<file path="config.mk">
export PLATFORM = sky130hd
export DESIGN_NAME = uepc_top
export DESIGN_NICKNAME = d
export VERILOG_FILES = /design/src/uepc_pipe.v /design/src/uepc_top.v
export VERILOG_INCLUDE_DIRS = /design/src /design/src/src
export SDC_FILE = /design/constraint.sdc
export NUM_CORES = 1
export LEC_CHECK = 0
export BUFFER_PORTS_ARGS = -buffer_cell sky130_fd_sc_hd__clkbuf_2
export CAP_MARGIN = 5
export CORE_ASPECT_RATIO = 0.8
export CORE_UTILIZATION = 45
export DETAILED_ROUTE_END_ITERATION = 12
export GPL_ROUTABILITY_DRIVEN = 0
export PLACE_DENSITY = 0.68
export SKIP_CTS_REPAIR_TIMING = 1
export SKIP_LAST_GASP = 1
export SYNTH_ARGS = -nofsm -noshare
export SYNTH_HDL_FRONTEND = slang
export SYNTH_SLANG_ARGS = --single-unit
</file>
<file path="constraint.sdc">
create_clock -name clk -period 2.8 [get_ports clk]
set_clock_uncertainty 0.15 [all_clocks]
set_input_delay 0.28 -clock clk [delete_from_list [all_inputs] [get_ports clk]]
set_output_delay 0.28 -clock clk [all_outputs]
set_load 0.02 [all_outputs]
</file>
<file path="src/uepc_defs.vh">
/*
  constants for the endpoint/pipe configuration block: register byte addresses,
  field positions, encodings and reset values.
  assumes inclusion by bare name from design files under src/.
*/
// How it works
// - the transactions-per-microframe field codes 1, 2 and 3 transactions, 0 is reserved.
// - that field takes writes only where the endpoint is high-bandwidth iso capable, else reads zero.
// - on non-isochronous endpoints the transaction count is ignored by the transfer logic.
// - endpoint kind codes control, iso, bulk, interrupt and clears on usb bus reset.
// - the auto bank switch bit enables automatic bank switching and clears on usb reset.
// - the direction bit is OUT at 0 and IN at 1, never IN for control, cleared on usb reset.
// - a pipe reset clears fifo, config, status and mask state but keeps the setup fields.
// - a pipe reset returns fifo counter and rx/tx state to idle but keeps the data toggle.
// - during a pipe reset the pipe stays enabled and its configuration stays in force; here pipeActive drops and the config/status/mask words are cleared.
// - writing zero to the reset bit ends the reset and frees the fifo for use.
// - writing one to a pipe enable bit enables that pipe.
// - writing zero to an enable bit disables the pipe, makes it inactive and clears its regs.
`ifndef UEPC_DEFS_VH
`define UEPC_DEFS_VH

// ********************
// register map
// ********************
`define UEPC_ADDR_EPCFG    32'h400ac100
`define UEPC_ADDR_PIPE     32'h400ac41c
`define UEPC_ADDR_PIPESEL  32'h400ac420
`define UEPC_ADDR_PIPESTAT 32'h400ac424

// ********************
// endpoint config fields
// ********************
`define UEPC_MEMORY_ALLOCATE_BIT     1
`define UEPC_BANK_LO       2
`define UEPC_BANK_HI       3
`define UEPC_SIZE_LO       4
`define UEPC_SIZE_HI       6
`define UEPC_DIR_BIT       8
`define UEPC_AUTO_BANK_SWITCH_BIT    9
`define UEPC_KIND_LO       11
`define UEPC_KIND_HI       12
`define UEPC_NTR_LO        13
`define UEPC_NTR_HI        14

`define UEPC_KIND_CTRL     2'h0
`define UEPC_KIND_ISO      2'h1
`define UEPC_KIND_BULK     2'h2
`define UEPC_KIND_INTR     2'h3
`define UEPC_NTR_NONE      2'h0
`define UEPC_NTR_ONE       2'h1

// ********************
// host pipe register
// ********************
`define UEPC_PEN_LO        0
`define UEPC_PRST_LO       16
`define UEPC_PIPE_STAT_LO  8

// ********************
// pipe state codes
// ********************
`define UEPC_PS_INACTIVE   2'h0
`define UEPC_PS_ACTIVE     2'h1
`define UEPC_PS_RESET      2'h2

`define UEPC_HTRANS_NONSEQ 2'h2
`define UEPC_HSIZE_WORD    3'h2
`define UEPC_WORD_ZERO     32'h00000000

`endif

</file>
<file path="src/uepc_pipe.v">
/*
  one host pipe: enable, fifo reset, transfer state, fifo counter, data toggle,
  and the resettable config/status/mask words.
  assumes the parent issues one-cycle write strobes on the pipe register.
*/
`timescale 1ns/1ps
`include "uepc_defs.vh"

module uepc_pipe #(
  parameter CNT_W = 8,
  parameter REG_W = 8
) (
  // clock and reset
  input  wire             clk,
  input  wire             rst_n,
  // register writes
  input  wire             wrStb,
  input  wire             enBit,
  input  wire             rstBit,
  input  wire [REG_W-1:0] regWrData,
  input  wire             regWrStb,
  // transfer activity
  input  wire             xferPush,
  input  wire             toggleFlip,
  // state
  output reg              enable_q,
  output reg              fifoRst_q,
  output reg  [1:0]       pipeState_q,
  output reg  [CNT_W-1:0] fifoCnt_q,
  output reg              dataToggle_q,
  output reg  [REG_W-1:0] pipeRegs_q
);

  wire clearRegs = wrStb & (rstBit | ~enBit);

  always @(posedge clk) begin
    if (!rst_n) begin
      enable_q     <= 1'b0;
      fifoRst_q    <= 1'b0;
      pipeState_q  <= `UEPC_PS_INACTIVE;
      fifoCnt_q    <= {CNT_W{1'b0}};
      dataToggle_q <= 1'b0;
      pipeRegs_q   <= {REG_W{1'b0}};
    end else begin
      if (wrStb) begin
        enable_q  <= enBit;
        fifoRst_q <= rstBit;
      end
      // toggle survives a fifo reset on purpose
      if (toggleFlip && enable_q)
        dataToggle_q <= ~dataToggle_q;
      if (clearRegs)
        pipeRegs_q <= {REG_W{1'b0}};
      else if (regWrStb)
        pipeRegs_q <= regWrData;
      if ((wrStb && !enBit) || (!wrStb && !enable_q)) begin
        pipeState_q <= `UEPC_PS_INACTIVE;
        fifoCnt_q   <= {CNT_W{1'b0}};
      end else if ((wrStb && rstBit) || (!wrStb && fifoRst_q)) begin
        pipeState_q <= `UEPC_PS_RESET;
        fifoCnt_q   <= {CNT_W{1'b0}};
      end else begin
        pipeState_q <= `UEPC_PS_ACTIVE;
        if (xferPush)
          fifoCnt_q <= fifoCnt_q + {{(CNT_W-1){1'b0}}, 1'b1};
      end
    end
  end

endmodule

</file>
<file path="src/uepc_top.v">
/*
  endpoint configuration and host pipe control with an ahb-lite register slave.
  assumes a single ahb-lite master with whole-word single transfers; usbReset
  is a one-cycle pulse synchronous to clk from the usb link logic.
*/
`timescale 1ns/1ps
`include "uepc_defs.vh"

module uepc_top #(
  parameter NPIPE    = 9,
  parameter CNT_W    = 8,
  parameter REG_W    = 8,
  parameter [9:0] HBISO_CAP = 10'h002
) (
  // clock and reset
  input  wire        clk,
  input  wire        rst_n,
  // ahb-lite slave
  input  wire        hsel,
  input  wire [31:0] haddr,
  input  wire [1:0]  htrans,
  input  wire        hwrite,
  input  wire [2:0]  hsize,
  input  wire [31:0] hwdata,
  input  wire        hready,
  output reg  [31:0] hrdata,
  output reg         hreadyout,
  output reg         hresp,
  // usb link events
  input  wire        usbReset,
  input  wire [NPIPE-1:0] xferPush,
  input  wire [NPIPE-1:0] toggleFlip,
  // endpoint and pipe controls seen by the transfer engine
  output reg  [1:0]  epNtrEffective,
  output reg         epAutoSwitch,
  output reg         epDirIn,
  output reg  [NPIPE-1:0] pipeActive
);

  // ********************
  // endpoint configuration fields
  // ********************
  reg [1:0] ntr_q;
  reg [1:0] kind_q;
  reg       auto_bank_switch_q;
  reg       dir_q;
  reg [2:0] size_q;
  reg [1:0] bank_q;
  reg       memory_allocate_q;
  reg [3:0] epSel_q;
  reg [3:0] pipeSel_q;

  // ********************
  // bus address phase capture
  // ********************
  reg        wrPend_q;
  reg [31:0] wrAddr_q;
  wire addrPhase = hsel & hready & (htrans == `UEPC_HTRANS_NONSEQ);

  always @(posedge clk) begin
    if (!rst_n) begin
      wrPend_q <= 1'b0;
      wrAddr_q <= `UEPC_WORD_ZERO;
    end else begin
      wrPend_q <= addrPhase & hwrite;
      if (addrPhase)
        wrAddr_q <= haddr;
    end
  end

  wire wrEp   = wrPend_q & (wrAddr_q == `UEPC_ADDR_EPCFG);
  wire wrPipe = wrPend_q & (wrAddr_q == `UEPC_ADDR_PIPE);
  wire wrSel  = wrPend_q & (wrAddr_q == `UEPC_ADDR_PIPESEL);
  wire wrStat = wrPend_q & (wrAddr_q == `UEPC_ADDR_PIPESTAT);

  // ********************
  // endpoint config register
  // ********************
  wire [1:0] wrKind = hwdata[`UEPC_KIND_HI:`UEPC_KIND_LO];
  wire       capSel = HBISO_CAP[epSel_q];

  always @(posedge clk) begin
    if (!rst_n) begin
      ntr_q    <= `UEPC_NTR_NONE;
      kind_q   <= `UEPC_KIND_CTRL;
      auto_bank_switch_q <= 1'b0;
      dir_q    <= 1'b0;
      size_q   <= 3'h0;
      bank_q   <= 2'h0;
      memory_allocate_q  <= 1'b0;
      epSel_q  <= 4'h1;
    end else if (usbReset) begin
      kind_q   <= `UEPC_KIND_CTRL;
      auto_bank_switch_q <= 1'b0;
      dir_q    <= 1'b0;
    end else if (wrEp) begin
      if (capSel)
        ntr_q <= hwdata[`UEPC_NTR_HI:`UEPC_NTR_LO];
      else
        ntr_q <= `UEPC_NTR_NONE;
      kind_q   <= wrKind;
      auto_bank_switch_q <= hwdata[`UEPC_AUTO_BANK_SWITCH_BIT];
      // a control endpoint cannot be IN, so the bit is forced to OUT
      dir_q    <= hwdata[`UEPC_DIR_BIT] & (wrKind != `UEPC_KIND_CTRL);
      size_q   <= hwdata[`UEPC_SIZE_HI:`UEPC_SIZE_LO];
      bank_q   <= hwdata[`UEPC_BANK_HI:`UEPC_BANK_LO];
      memory_allocate_q  <= hwdata[`UEPC_MEMORY_ALLOCATE_BIT];
    end else if (wrSel) begin
      epSel_q  <= hwdata[3:0];
    end
  end

  always @(posedge clk) begin
    if (!rst_n) begin
      pipeSel_q <= 4'h0;
    end else if (wrSel) begin
      pipeSel_q <= hwdata[11:8];
    end
  end

  // ********************
  // pipes
  // ********************
  wire [NPIPE-1:0] pEn;
  wire [NPIPE-1:0] pRst;
  wire [NPIPE-1:0] pTog;
  wire [2*NPIPE-1:0]     pState;
  wire [CNT_W*NPIPE-1:0] pCnt;
  wire [REG_W*NPIPE-1:0] pRegs;

  genvar g;
  generate
    for (g = 0; g < NPIPE; g = g + 1) begin : gPipe
      uepc_pipe #(
        .CNT_W (CNT_W),
        .REG_W (REG_W)
      ) uPipe (
        .clk          (clk),
        .rst_n        (rst_n),
        .wrStb        (wrPipe),
        .enBit        (hwdata[`UEPC_PEN_LO + g]),
        .rstBit       (hwdata[`UEPC_PRST_LO + g]),
        .regWrData    (hwdata[REG_W-1:0]),
        .regWrStb     (wrStat && (pipeSel_q == g)),
        .xferPush     (xferPush[g]),
        .toggleFlip   (toggleFlip[g]),
        .enable_q     (pEn[g]),
        .fifoRst_q    (pRst[g]),
        .pipeState_q  (pState[2*g +: 2]),
        .fifoCnt_q    (pCnt[CNT_W*g +: CNT_W]),
        .dataToggle_q (pTog[g]),
        .pipeRegs_q   (pRegs[REG_W*g +: REG_W])
      );
    end
  endgenerate

  // ********************
  // read mux
  // ********************
  reg [31:0] rdNext;
  reg [3:0]  ps;
  always @* begin
    rdNext = `UEPC_WORD_ZERO;
    ps     = (pipeSel_q < NPIPE) ? pipeSel_q : 4'h0;
    case (haddr)
      `UEPC_ADDR_EPCFG: begin
        rdNext[`UEPC_NTR_HI:`UEPC_NTR_LO]   = ntr_q;
        rdNext[`UEPC_KIND_HI:`UEPC_KIND_LO] = kind_q;
        rdNext[`UEPC_AUTO_BANK_SWITCH_BIT]            = auto_bank_switch_q;
        rdNext[`UEPC_DIR_BIT]               = dir_q;
        rdNext[`UEPC_SIZE_HI:`UEPC_SIZE_LO] = size_q;
        rdNext[`UEPC_BANK_HI:`UEPC_BANK_LO] = bank_q;
        rdNext[`UEPC_MEMORY_ALLOCATE_BIT]             = memory_allocate_q;
      end
      `UEPC_ADDR_PIPE: begin
        rdNext[`UEPC_PEN_LO +: NPIPE]  = pEn;
        rdNext[`UEPC_PRST_LO +: NPIPE] = pRst;
      end
      `UEPC_ADDR_PIPESEL: begin
        rdNext[3:0]  = epSel_q;
        rdNext[11:8] = pipeSel_q;
      end
      `UEPC_ADDR_PIPESTAT: begin
        rdNext[REG_W-1:0] = pRegs[REG_W*ps +: REG_W];
        rdNext[`UEPC_PIPE_STAT_LO +: 2] = pState[2*ps +: 2];
        rdNext[`UEPC_PIPE_STAT_LO + 2]  = pTog[ps];
        rdNext[`UEPC_PRST_LO +: CNT_W]  = pCnt[CNT_W*ps +: CNT_W];
      end
      default: rdNext = `UEPC_WORD_ZERO;
    endcase
  end

  always @(posedge clk) begin
    if (!rst_n) begin
      hrdata    <= `UEPC_WORD_ZERO;
      hreadyout <= 1'b1;
      hresp     <= 1'b0;
    end else begin
      hreadyout <= 1'b1;
      hresp     <= 1'b0;
      if (addrPhase && !hwrite)
        hrdata <= rdNext;
    end
  end

  // ********************
  // controls to the transfer engine
  // ********************
  always @(posedge clk) begin
    if (!rst_n) begin
      epNtrEffective <= `UEPC_NTR_NONE;
      epAutoSwitch   <= 1'b0;
      epDirIn        <= 1'b0;
      pipeActive     <= {NPIPE{1'b0}};
    end else begin
      // the count only matters to isochronous traffic
      epNtrEffective <= (kind_q == `UEPC_KIND_ISO) ? ntr_q : `UEPC_NTR_ONE;
      epAutoSwitch   <= auto_bank_switch_q;
      epDirIn        <= dir_q;
      pipeActive     <= pEn & ~pRst;
    end
  end

endmodule

</file>
# Word-level counts from Yosys, hierarchy flattened
# Memories as Yosys holds them, arrays and structs flattened. A register that Yosys moved wholly into a read port is not among the register bits.
# Cells that the tools add are included.
totals:
  register_bits: 279
  rom_bits: 16
  out_inout_bits: 47
  mem_count: 1
op_classes:
  add_sub_neg: 9
  magnitude_cmp: 3
  n_eq_ne: 18
  shifts: 3
  mux: 28
  n_bitwise: 49
  reduce_logical: 126
memory_table:
  columns: ["name", "words", "width", "rd", "rd_ports_with_merged_regs", "wr", "line_no", "text"]
  rows:
  - ["(name not given)", 16, 1, 1, 1, 0, "uepc_top.v:80", "wire capSel = HBISO_CAP[epSel_q];"]
op_table:
  columns: ["op", "count"]
  rows:
  - ["$eq A32 B31 Y1 const B", 8]
  - ["$shiftx A72 B8 Y8", 2]
  - ["$add A8 B1 Y8 const B", 9]
  - ["$logic_and A1 B1 Y1", 55]
  - ["$reduce_or A2 Y1", 19]
  - ["$reduce_or A3 Y1", 9]
  - ["$not A1 Y1", 21]
  - ["$logic_not A1 Y1", 20]
  - ["$mux W2", 10]
  - ["$logic_or A1 B1 Y1", 18]
  - ["$shiftx A18 B6 Y2", 1]
  - ["$and A1 B1 Y1", 17]
  - ["$eq A4 B3 Y1 const B", 4]
  - ["$pmux W8 S2", 1]
  - ["$mux W4", 3]
  - ["$pmux W3 S4", 1]
  - ["$lt A4 B5 Y1 const B", 2]
  - ["$and A9 B9 Y9", 1]
  - ["$not A9 Y9", 1]
  - ["$or A1 B1 Y1", 9]
  - ["$pmux W3 S3", 1]
  - ["$eq A4 B2 Y1 const B", 2]
  - ["$pmux W1 S2", 3]
  - ["$pmux W1 S3", 2]
  - ["other kinds (13)", 17]

# Longest topological paths before layout
# Gate-level depths: netlist of run 1.
logic_depth:
  ltp_word: 6
  mapped_depth: 9
  depth_no_buf: 6

# Cells and area by module
# From an unflattened synthesis of run 1, not the netlist that was laid out.
unflattened:
  hier_cells: 1416
  hier_area_um2: 12937.4
modules_own_cells:
  columns: ["mod", "instances", "cells_each", "area_each_um2", "seq_area_each_um2"]
  rows:
  - ["uepc_pipe", 9, 81, 817.0, 420.4]
  - ["uepc_top", 1, 687, 5584.1, 1821.7]

# Worst setup path after synthesis of run 1
# Ideal clock, no wire load.
synth_path:
  kind: "reg-to-reg"
  from: "reg wrAddr_q[24]"
  to: "reg gPipe[4].uPipe.pipeRegs_q[5]"
  setup_time_ns: 0.130
  t_arrival_ns: 2.166
  t_required_ns: 2.520
  setup_slack_ns: 0.353
  stages_incl_launch_ff: 8
  path_buffers: 1
  period_less_slack_ns: 2.447
  cell_sequence: "dfxtp_1 -> nor4_2 -> nand4_2 -> or4_1 -> buf_6 -> nor3_4 -> mux2i_1 -> nor2_1"
synth_between:
  elab_chain_cells: 4
  word_cells_on_any_way: 7
  cone_classes: "eq/ne (2); bitwise (3); reduce/logical (2)"
synth_lines:
  columns: ["item", "line_no", "text"]
  rows:
  - ["start: declaration", "uepc_top.v:57", "reg [31:0] wrAddr_q;"]
  - ["start signal: assignment", "uepc_top.v:63", "wrAddr_q <= `UEPC_WORD_ZERO;"]
  - ["start signal: assignment", "uepc_top.v:67", "wrAddr_q <= haddr;"]
  - ["$eq A32 B31 Y1 (no source line)", null, null]
  - ["$and A1 B1 Y1", "uepc_top.v:72", "wire wrPipe = wrPend_q & (wrAddr_q == `UEPC_ADDR_PIPE);"]
  - ["$and A1 B1 Y1", "uepc_pipe.v:34", "wire clearRegs = wrStb & (rstBit | ~enBit);"]
  - ["$reduce_or A2 Y1 (no source line)", null, null]
  - ["end signal: assignment", "uepc_pipe.v:43", "pipeRegs_q <= {REG_W{1'b0}};"]
  - ["end signal: assignment", "uepc_pipe.v:53", "pipeRegs_q <= {REG_W{1'b0}};"]
  - ["end signal: assignment", "uepc_pipe.v:55", "pipeRegs_q <= regWrData;"]
  - ["end: declaration", "uepc_pipe.v:31", "output reg [REG_W-1:0] pipeRegs_q"]
# Several ways; a longest one is shown, not always the timed one.
# A chain may end at the register's enable or synchronous reset.

# Worst setup path after layout of run 1
layout_path:
  from: "in haddr[0]"
  to: "reg hrdata[9]"
layout_between:
  elab_chain_cells: 2
  word_cells_on_any_way: 4
  cone_classes: "eq/ne (3); mux (1)"
layout_lines:
  columns: ["item", "line_no", "text"]
  rows:
  - ["start: declaration", "uepc_top.v:20", "input wire [31:0] haddr,"]
  - ["$eq A32 B31 Y1", "uepc_top.v:165", "case (haddr)"]
  - ["$pmux W1 S3 (*)", "uepc_top.v:165", null]
  - ["end signal: assignment", "uepc_top.v:195", "hrdata <= `UEPC_WORD_ZERO;"]
  - ["end signal: assignment", "uepc_top.v:202", "hrdata <= rdNext;"]
  - ["end: declaration", "uepc_top.v:26", "output reg [31:0] hrdata,"]
# Mark *: on every way between the ends. The rest lies on a longest branch, timed or not.

==> results.md, run 1 <==
* Final min period at 2.94 ns
* Total via count after detailed routing at 11800
* Count of inserted antenna diode cells at 0
* Initial cell density of the core at 0.460
* Combinational Power Share at 0.044
* Switching power at 1.93 mW
* Syn_area_per_cell at 8.62 um^2
* Clock buffers created by TritonCTS at 29
* Global-route wire length before repair at 59.4 mm
* Number of H-tree levels at 1
* Clock share of power at 0.493
* Outcome: finished, violations left
* Required time reported for the critical path endpoint at 3.16 ns
* Rows at 54
* Count of placed standard cells including taps at 1937
* Top Ports at 140
* TritonCTS clock tree: done
* Sw frac at 0.223
* Highest Clock Rate at 0.340 GHz
* Number of global-route vias before repair at 10400
* Fillers at 2474
* Total DRC errors in the routed layout at 0
* Number of antenna violations at the first check in global routing at 0
* Startpoint class of the critical path: input port
* Fraction of power consumed by sequential logic at 0.463
* Largest voltage drop on the vdd net at 0.523 mV
* Count of non-filler cells in the finished layout at 2061
* Critical path class: in -> reg
* Hold Fails Final Rpt at 1
* Prevailing post-synth register cell: sky130_fd_sc_hd__dfxtp_1
* Pwr dens at 550 nW/um^2
* Count of input and output buffers at 118
* Max-slew violations at 0
* Violations in the final reports: hold timing, setup timing
* Final routed wirelength across all metal layers at 40.1 mm
* Post-detailed-route count of antenna-violating nets at 0
* Worst hold margin at -0.00775 ns
* Number of synthesis warnings at 0
* Flip-flop and latch area at 5610 um^2
* Post-synthesis instance area at 12600 um^2
* Max FO, Critical Path at 12
* Die H at 152 um
* Total congestion overflow after global routing at 0
* Number of clock sinks seen by CTS at 280
* Clock transition at the registers of the reported paths at 0.06 ns
* Die outline area at 28700 um^2
* Max-Slew Margin vs Limit at 0.360
* Leakage at 5.75 nW
* Area Overhead vs Synth at 25.0%
* Arrival time at the worst endpoint at 3.30 ns
* Commonest cells in the synthesized netlist: sky130_fd_sc_hd__dfxtp_1 (280), sky130_fd_sc_hd__nand2_1 (218), sky130_fd_sc_hd__nor2_1 (187)
* Pin count of the biggest net entering global routing at 46
* Initial DRC Count at 1182
* Number of max-capacitance violations reported at 0
* Seq cells post-synth at 280
* Largest cells by area after synthesis: sky130_fd_sc_hd__dfxtp_1 (45%), sky130_fd_sc_hd__mux2i_1 (7.2%), sky130_fd_sc_hd__nand2_1 (6.5%)
* Avg WL per Cell at 19.5 um
* Core outline area at 27400 um^2
* Footprint of the multi-input gates at 6600 um^2
* Number of enable-type register cells in the synthesized netlist at 0
* Latest clock arrival within the worst-skew pair at 0.58 ns
* Max Root-Sink Buffers at 3
* Root cell of the clock tree: sky130_fd_sc_hd__clkbuf_16
* Transition time at the pin with the least slew margin at 0.957 ns
* Post-Route Utilization at 0.575
* Total number of nets in the final design at 1778
* Area share of the largest cell type after synthesis at 0.445
* Pre-CTS setup slack at -0.00441 ns
* Number of detailed-routing iterations run before antenna repair at 8
* Total GRT Usage at 0.268
* Sequential-to-total area share from yosys stat at 0.445
* Layout cells sized above 1 at 0.174
* Period Utilization, post-route at 1.05
* Number of cells produced by synthesis at 1461
* Detailed placement HPWL at 28.3 mm
* Sort of element at the end of the critical path: flop
* Count leader, synth: sky130_fd_sc_hd__dfxtp_1
* Dominant cell type by area after synthesis: sky130_fd_sc_hd__dfxtp_1
* Post-synthesis cell type count at 65
* Async set-or-reset flop fraction in the synthesized netlist at 0
* Die extent in x at 189 um
* Worst Hold Class: in -> reg
* Routed vias/inst at 5.71
* Setup violation total in the final timing report at 8
* Internal power at 6.73 mW
* Post-layout worst setup margin at -0.139 ns
## path summary, 6_finish.rpt
kind	slack (ns)	to	cells after the start	start
min reg2reg	0.30	gPipe[1].uPipe.pipeRegs_q[4]$_SDFFE_PP0P_	2	gPipe[1].uPipe.pipeRegs_q[4]$_SDFFE_PP0P_
max reg2reg	0.10	hrdata[7]$_SDFFE_PN0P_	7	pipeSel_q[3]$_SDFFE_PN0N_
max	-0.14	hrdata[9]$_SDFFE_PN0P_	8	haddr[0]
min	-0.008	gPipe[3].uPipe.pipeRegs_q[1]$_SDFFE_PP0P_	3	hwdata[1]
## kinds of logic (layout without fill, tap and decap cells)
family                     after synthesis  count (layout)  share of synthesized area
AOI/OAI and AO/OA                      288             288                      0.142
xor gates and xnor gates                72              72                     0.0501
adders and majority gates                9               9                    0.00894
buffers and inverters                  111             339                     0.0373
DFF                                    280             280                      0.445
muxes                                  105             105                     0.0921
other                                    2              10                   0.000596
and+or+nand+nor                        594             594                      0.224
## critical path, stage by stage
cell and delay (ns):
sky130_fd_sc_hd__dlygate4sd3_1 0.56, sky130_fd_sc_hd__clkbuf_2 0.12, sky130_fd_sc_hd__nor4_1 0.57, sky130_fd_sc_hd__nand4_1 0.36, sky130_fd_sc_hd__or3_1 0.70, sky130_fd_sc_hd__a311oi_1 0.47, sky130_fd_sc_hd__a21oi_1 0.08, sky130_fd_sc_hd__a21oi_1 0.14
## layout by cell type, fill, tap and decap left out, types with 7 or more instances in the layout
cell type / netlist / routed
sky130_fd_sc_hd__clkbuf_16: 0 / 29
sky130_fd_sc_hd__nor2_1: 187 / 187
sky130_fd_sc_hd__and3_1: 24 / 24
sky130_fd_sc_hd__mux2_2: 7 / 7
sky130_fd_sc_hd__o22ai_1: 19 / 19
sky130_fd_sc_hd__nand3_1: 39 / 39
sky130_fd_sc_hd__buf_4: 10 / 68
sky130_fd_sc_hd__dfxtp_1: 280 / 278
sky130_fd_sc_hd__nand4_1: 29 / 29
sky130_fd_sc_hd__inv_1: 22 / 21
sky130_fd_sc_hd__a21oi_1: 133 / 127
sky130_fd_sc_hd__dlygate4sd3_1: 0 / 71
sky130_fd_sc_hd__xor2_1: 50 / 50
sky130_fd_sc_hd__nor3b_1: 10 / 10
sky130_fd_sc_hd__conb_1: 2 / 10
sky130_fd_sc_hd__o21ai_0: 27 / 27
sky130_fd_sc_hd__clkbuf_2: 0 / 118
sky130_fd_sc_hd__xnor2_1: 22 / 22
sky130_fd_sc_hd__buf_12: 0 / 7
sky130_fd_sc_hd__a211oi_1: 7 / 7
sky130_fd_sc_hd__nand2_1: 218 / 218
sky130_fd_sc_hd__a311oi_1: 9 / 9
sky130_fd_sc_hd__nor2b_1: 14 / 14
sky130_fd_sc_hd__o211ai_1: 15 / 15
sky130_fd_sc_hd__a221oi_1: 11 / 11
sky130_fd_sc_hd__mux4_2: 8 / 8
sky130_fd_sc_hd__or2_2: 8 / 8
sky130_fd_sc_hd__mux2i_1: 90 / 90
sky130_fd_sc_hd__nand2b_1: 10 / 10
sky130_fd_sc_hd__a22oi_1: 12 / 12
sky130_fd_sc_hd__o21ai_1: 9 / 8
sky130_fd_sc_hd__ha_1: 9 / 9
## metal layers
layer | global-route usage | vias to the layer above | share of wire
li1 | - | 5536 | -
met1 | 0.380 | 5607 | 0.44
met2 | 0.396 | 545 | 0.43
met3 | 0.0725 | 71 | 0.11
met4 | 0.0746 | 0 | 0.025
met5 | 0 | - | 0
## final cells by class
cell class / count / area share
multi-input combinational: 1078 / 0.419
clock buffer: 39 / 0.0510
timing repair buffer: 264 / 0.124
sequential: 280 / 0.356
tap: 364 / 0.0289
clock inverter: 13 / 0.0151
inverter: 23 / 0.00548
## power groups by stage
stage / Clock, mW / Combinational (mW) / Sequential, mW
after floorplan: 0 / 0.138 / 4.10
after global placement: 0 / 0.288 / 4.09
after detailed placement: 0 / 0.289 / 4.09
after CTS: 4.30 / 0.291 / 4.00
after global routing: 4.45 / 0.404 / 4.00
final: 4.27 / 0.381 / 4.00
## flip-flops by register name (all words and copies together) (netlist names), 9 cells and up
| signal | cells |
|---|---|
| gPipe.uPipe.dataToggle_q | 9 |
| gPipe.uPipe.enable_q | 9 |
| hrdata | 24 |
| gPipe.uPipe.fifoCnt_q | 72 |
| gPipe.uPipe.fifoRst_q | 9 |
| pipeActive | 9 |
| wrAddr_q | 32 |
| gPipe.uPipe.pipeRegs_q | 72 |
| gPipe.uPipe.pipeState_q | 18 |
## per-stage QoR
stage	total power [mW]	cell area (um^2)	TNS, ns
5_1_grt	8.86	15700	-1.19
6_report	8.65	15700	-0.385
2_1_floorplan	4.23	12600	0
4_1_cts	8.59	15000	-0.734
3_3_place_gp	4.38	13900	0
3_5_place_dp	4.38	13900	-0.0189
No activity file was read; power rests on OpenSTA's default activity.
==> inputs of run 2 (changes only) <==
--- a/config.mk
+++ b/config.mk
@@ -10,6 +10,7 @@
 export CAP_MARGIN = 5
 export CORE_ASPECT_RATIO = 0.8
 export CORE_UTILIZATION = 45
+export CTS_BUF_LIST = sky130_fd_sc_hd__clkbuf_4 sky130_fd_sc_hd__clkbuf_8 sky130_fd_sc_hd__clkbuf_16
 export DETAILED_ROUTE_END_ITERATION = 12
 export GPL_ROUTABILITY_DRIVEN = 0
 export PLACE_DENSITY = 0.68
==> run 2 against run 1 <==
Net effect:
- the flow still finishes with violations (hold timing, setup timing)
- cell area rose by 0.12%
- setup slack worse by 0.0085 ns
- first-iteration DRC count barely moved
- combinational power hardly changed
- utilization is 0.069 points higher
- highest routed layer unchanged
- final cell count did not move
- critical path depth stayed put
- routed wire length about the same
==> results.md, run 2 (synthesis gave the netlist of run 1 again) <==
* Required time reported for the critical path endpoint at 3.16 ns (about the same)
* Number of global-route vias before repair at 10400 (+0.058%)
* Violations in the final reports: hold timing, setup timing
* Cell class contributing the biggest share of worst-path delay: simple AND/OR/NAND/NOR gates
* Worst hold margin at -0.00348 ns (+0.00427 ns)
* Highest Clock Rate at 0.339 GHz (-0.29%)
* Die H at 152 um (unchanged)
* Layout cells sized above 1 at 0.177 (+0.00295)
* Number of H-tree levels at 1 (unchanged)
* Routed vias/inst at 5.72 (+0.33%)
* Largest voltage drop on the vdd net at 0.521 mV (-0.31%)
* Max-Slew Margin vs Limit at 0.328 (-0.0324)
* Placed Instance Area at 13900 um^2 (unchanged)
* Hold Fails Final Rpt at 1 (unchanged)
* Clock transition at the registers of the reported paths at 0.06 ns (about the same)
* Final routed wirelength across all metal layers at 40.1 mm (about the same)
* Count of input and output buffers at 118 (unchanged)
* Post-detailed-route count of antenna-violating nets at 0 (unchanged)
* Sort of element at the end of the critical path: flop
* Root cell of the clock tree: sky130_fd_sc_hd__clkbuf_16
* Total via count after detailed routing at 11800 (+0.33%)
* Top Ports at 140 (unchanged)
* Post-layout worst setup margin at -0.147 ns (-0.00850 ns)
* Core outline area at 27400 um^2 (unchanged)
* Pwr dens at 552 nW/um^2 (+0.46%)
* Crit path top cell by count: sky130_fd_sc_hd__a21oi_1
* Top flop regs: gPipe.uPipe.fifoCnt_q x72, gPipe.uPipe.pipeRegs_q x72, wrAddr_q x32
* Count of non-filler cells in the finished layout at 2061 (unchanged)
* Rows at 54 (unchanged)
* Number of clock sinks seen by CTS at 280 (unchanged)
* Startpoint class of the critical path: input port
* Arrival time at the worst endpoint at 3.31 ns (about the same)
* Transition time at the pin with the least slew margin at 1.01 ns (+0.0485 ns)
* TritonCTS clock tree: done
* Clock buffers created by TritonCTS at 29 (unchanged)
* Number of detailed-routing iterations run before antenna repair at 6 (-2)
* Avg WL per Cell at 19.5 um (about the same)
* Fin area at 15800 um^2 (+0.12%)
* Number of max-capacitance violations reported at 0 (unchanged)
* Total DRC errors in the routed layout at 0 (unchanged)
* Cell with the largest stage delay on the worst path: sky130_fd_sc_hd__or3_1
* Final min period at 2.95 ns (+0.00850 ns)
* Count of inserted antenna diode cells at 0 (unchanged)
* Worst path buffer plus inverter count at 2 (unchanged)
* Count of placed standard cells including taps at 1937 (unchanged)
* Detailed placement HPWL at 28.3 mm (unchanged)
* Period Utilization, post-route at 1.05 (+0.00304)
* Maximum single-stage delay on the critical path at 0.70 ns (about the same)
* Post-Route Utilization at 0.576 (+0.000686)
* Total number of nets in the final design at 1778 (unchanged)
* Max-slew violations at 0 (unchanged)
* Commonest non-fill, non-tap cell in the layout: sky130_fd_sc_hd__dfxtp_1
* Initial cell density of the core at 0.460 (unchanged)
* Leakage at 5.77 nW (+0.33%)
* Global-route wire length before repair at 59.5 mm (about the same)
* Area Overhead vs Synth at 25.1%
* Pin count of the biggest net entering global routing at 46 (unchanged)
* Die extent in x at 189 um (unchanged)
* Aggregate negative setup slack at -0.336 ns (+0.0481 ns)
* Max FO, Critical Path at 12 (unchanged)
* Total GRT Usage at 0.268 (about the same)
* Worst Hold Class: in -> reg
* Outcome: finished, violations left
* CP cell instances: dlygate4sd3_1 -> clkbuf_2 -> nor4_1 -> nand4_1 -> or3_1 -> a311oi_1 -> a21oi_1 -> a21oi_1
* Critical path class: in -> reg
* Setup violation total in the final timing report at 8 (unchanged)
* Total congestion overflow after global routing at 0 (unchanged)
* Max Root-Sink Buffers at 3 (unchanged)
* Latest clock arrival within the worst-skew pair at 0.58 ns (about the same)
* Top library cells by usage in the layout, fill and taps aside: sky130_fd_sc_hd__dfxtp_1 (278), sky130_fd_sc_hd__nand2_1 (218), sky130_fd_sc_hd__nor2_1 (187), sky130_fd_sc_hd__a21oi_1 (127), sky130_fd_sc_hd__clkbuf_2 (118)
* Initial DRC Count at 1183 (+0.085%)
* Number of antenna violations at the first check in global routing at 0 (unchanged)
* Die outline area at 28700 um^2 (unchanged)
run 2: final cells by class:
type                            count  area [um^2]
Clock buffer                       39          826
Clock inverter                     13          238
Fill cell                        2469        11600
Inverter                           23         86.3
Multi-Input combinational cell   1078         6600
Sequential cell                   280         5610
Tap cell                          364          455
Timing Repair Buffer              264         1950
run 2: routing by layer:
metal | up-vias | global-route usage | wire, um | part of all wire
met4 | 0 | 0.0746 | 1050 | 0.026
met3 | 82 | 0.0725 | 4150 | 0.10
li1 | 5538 | - | - | -
met2 | 547 | 0.397 | 17200 | 0.43
met1 | 5631 | 0.380 | 17800 | 0.44
met5 | - | 0 | 0 | 0
run 2: where the power goes:
part | total, mW | switching (mW) | internal, mW
clock network | 4.32 | 1.69 | 2.63
logic | 0.380 | 0.219 | 0.161
registers | 4.00 | 0.00887 | 4.00
total | 8.70 | 1.92 | 6.78
run 2: worst min-delay path: stages:
cell and delay (ns):
sky130_fd_sc_hd__clkbuf_2 0.21, sky130_fd_sc_hd__nand2_1 0.10, sky130_fd_sc_hd__a21oi_1 0.05
run 2: path summary, 6_finish.rpt:
check,startpoint,endpoint,slack [ns],cells after the start
setup / recovery,haddr[0],hrdata[9]$_SDFFE_PN0P_,-0.15,8
hold reg to reg,gPipe[1].uPipe.pipeRegs_q[4]$_SDFFE_PP0P_,gPipe[1].uPipe.pipeRegs_q[4]$_SDFFE_PP0P_,0.30,2
hold / removal,hwdata[1],gPipe[3].uPipe.pipeRegs_q[1]$_SDFFE_PP0P_,-0.003,3
setup reg to reg,wrAddr_q[28]$_SDFFE_PN0P_,gPipe[6].uPipe.pipeRegs_q[3]$_SDFFE_PP0P_,0.11,8
run 2: through the flow:
step / total power [mW] / worst slack [ns]
final: 8.70 / -0.147
after global routing: 8.92 / -0.223
after CTS: 8.65 / -0.0522
after detailed placement: 4.38 / -0.00441
after global placement: 4.38 / 0.0364
after floorplan: 4.23 / 0.353
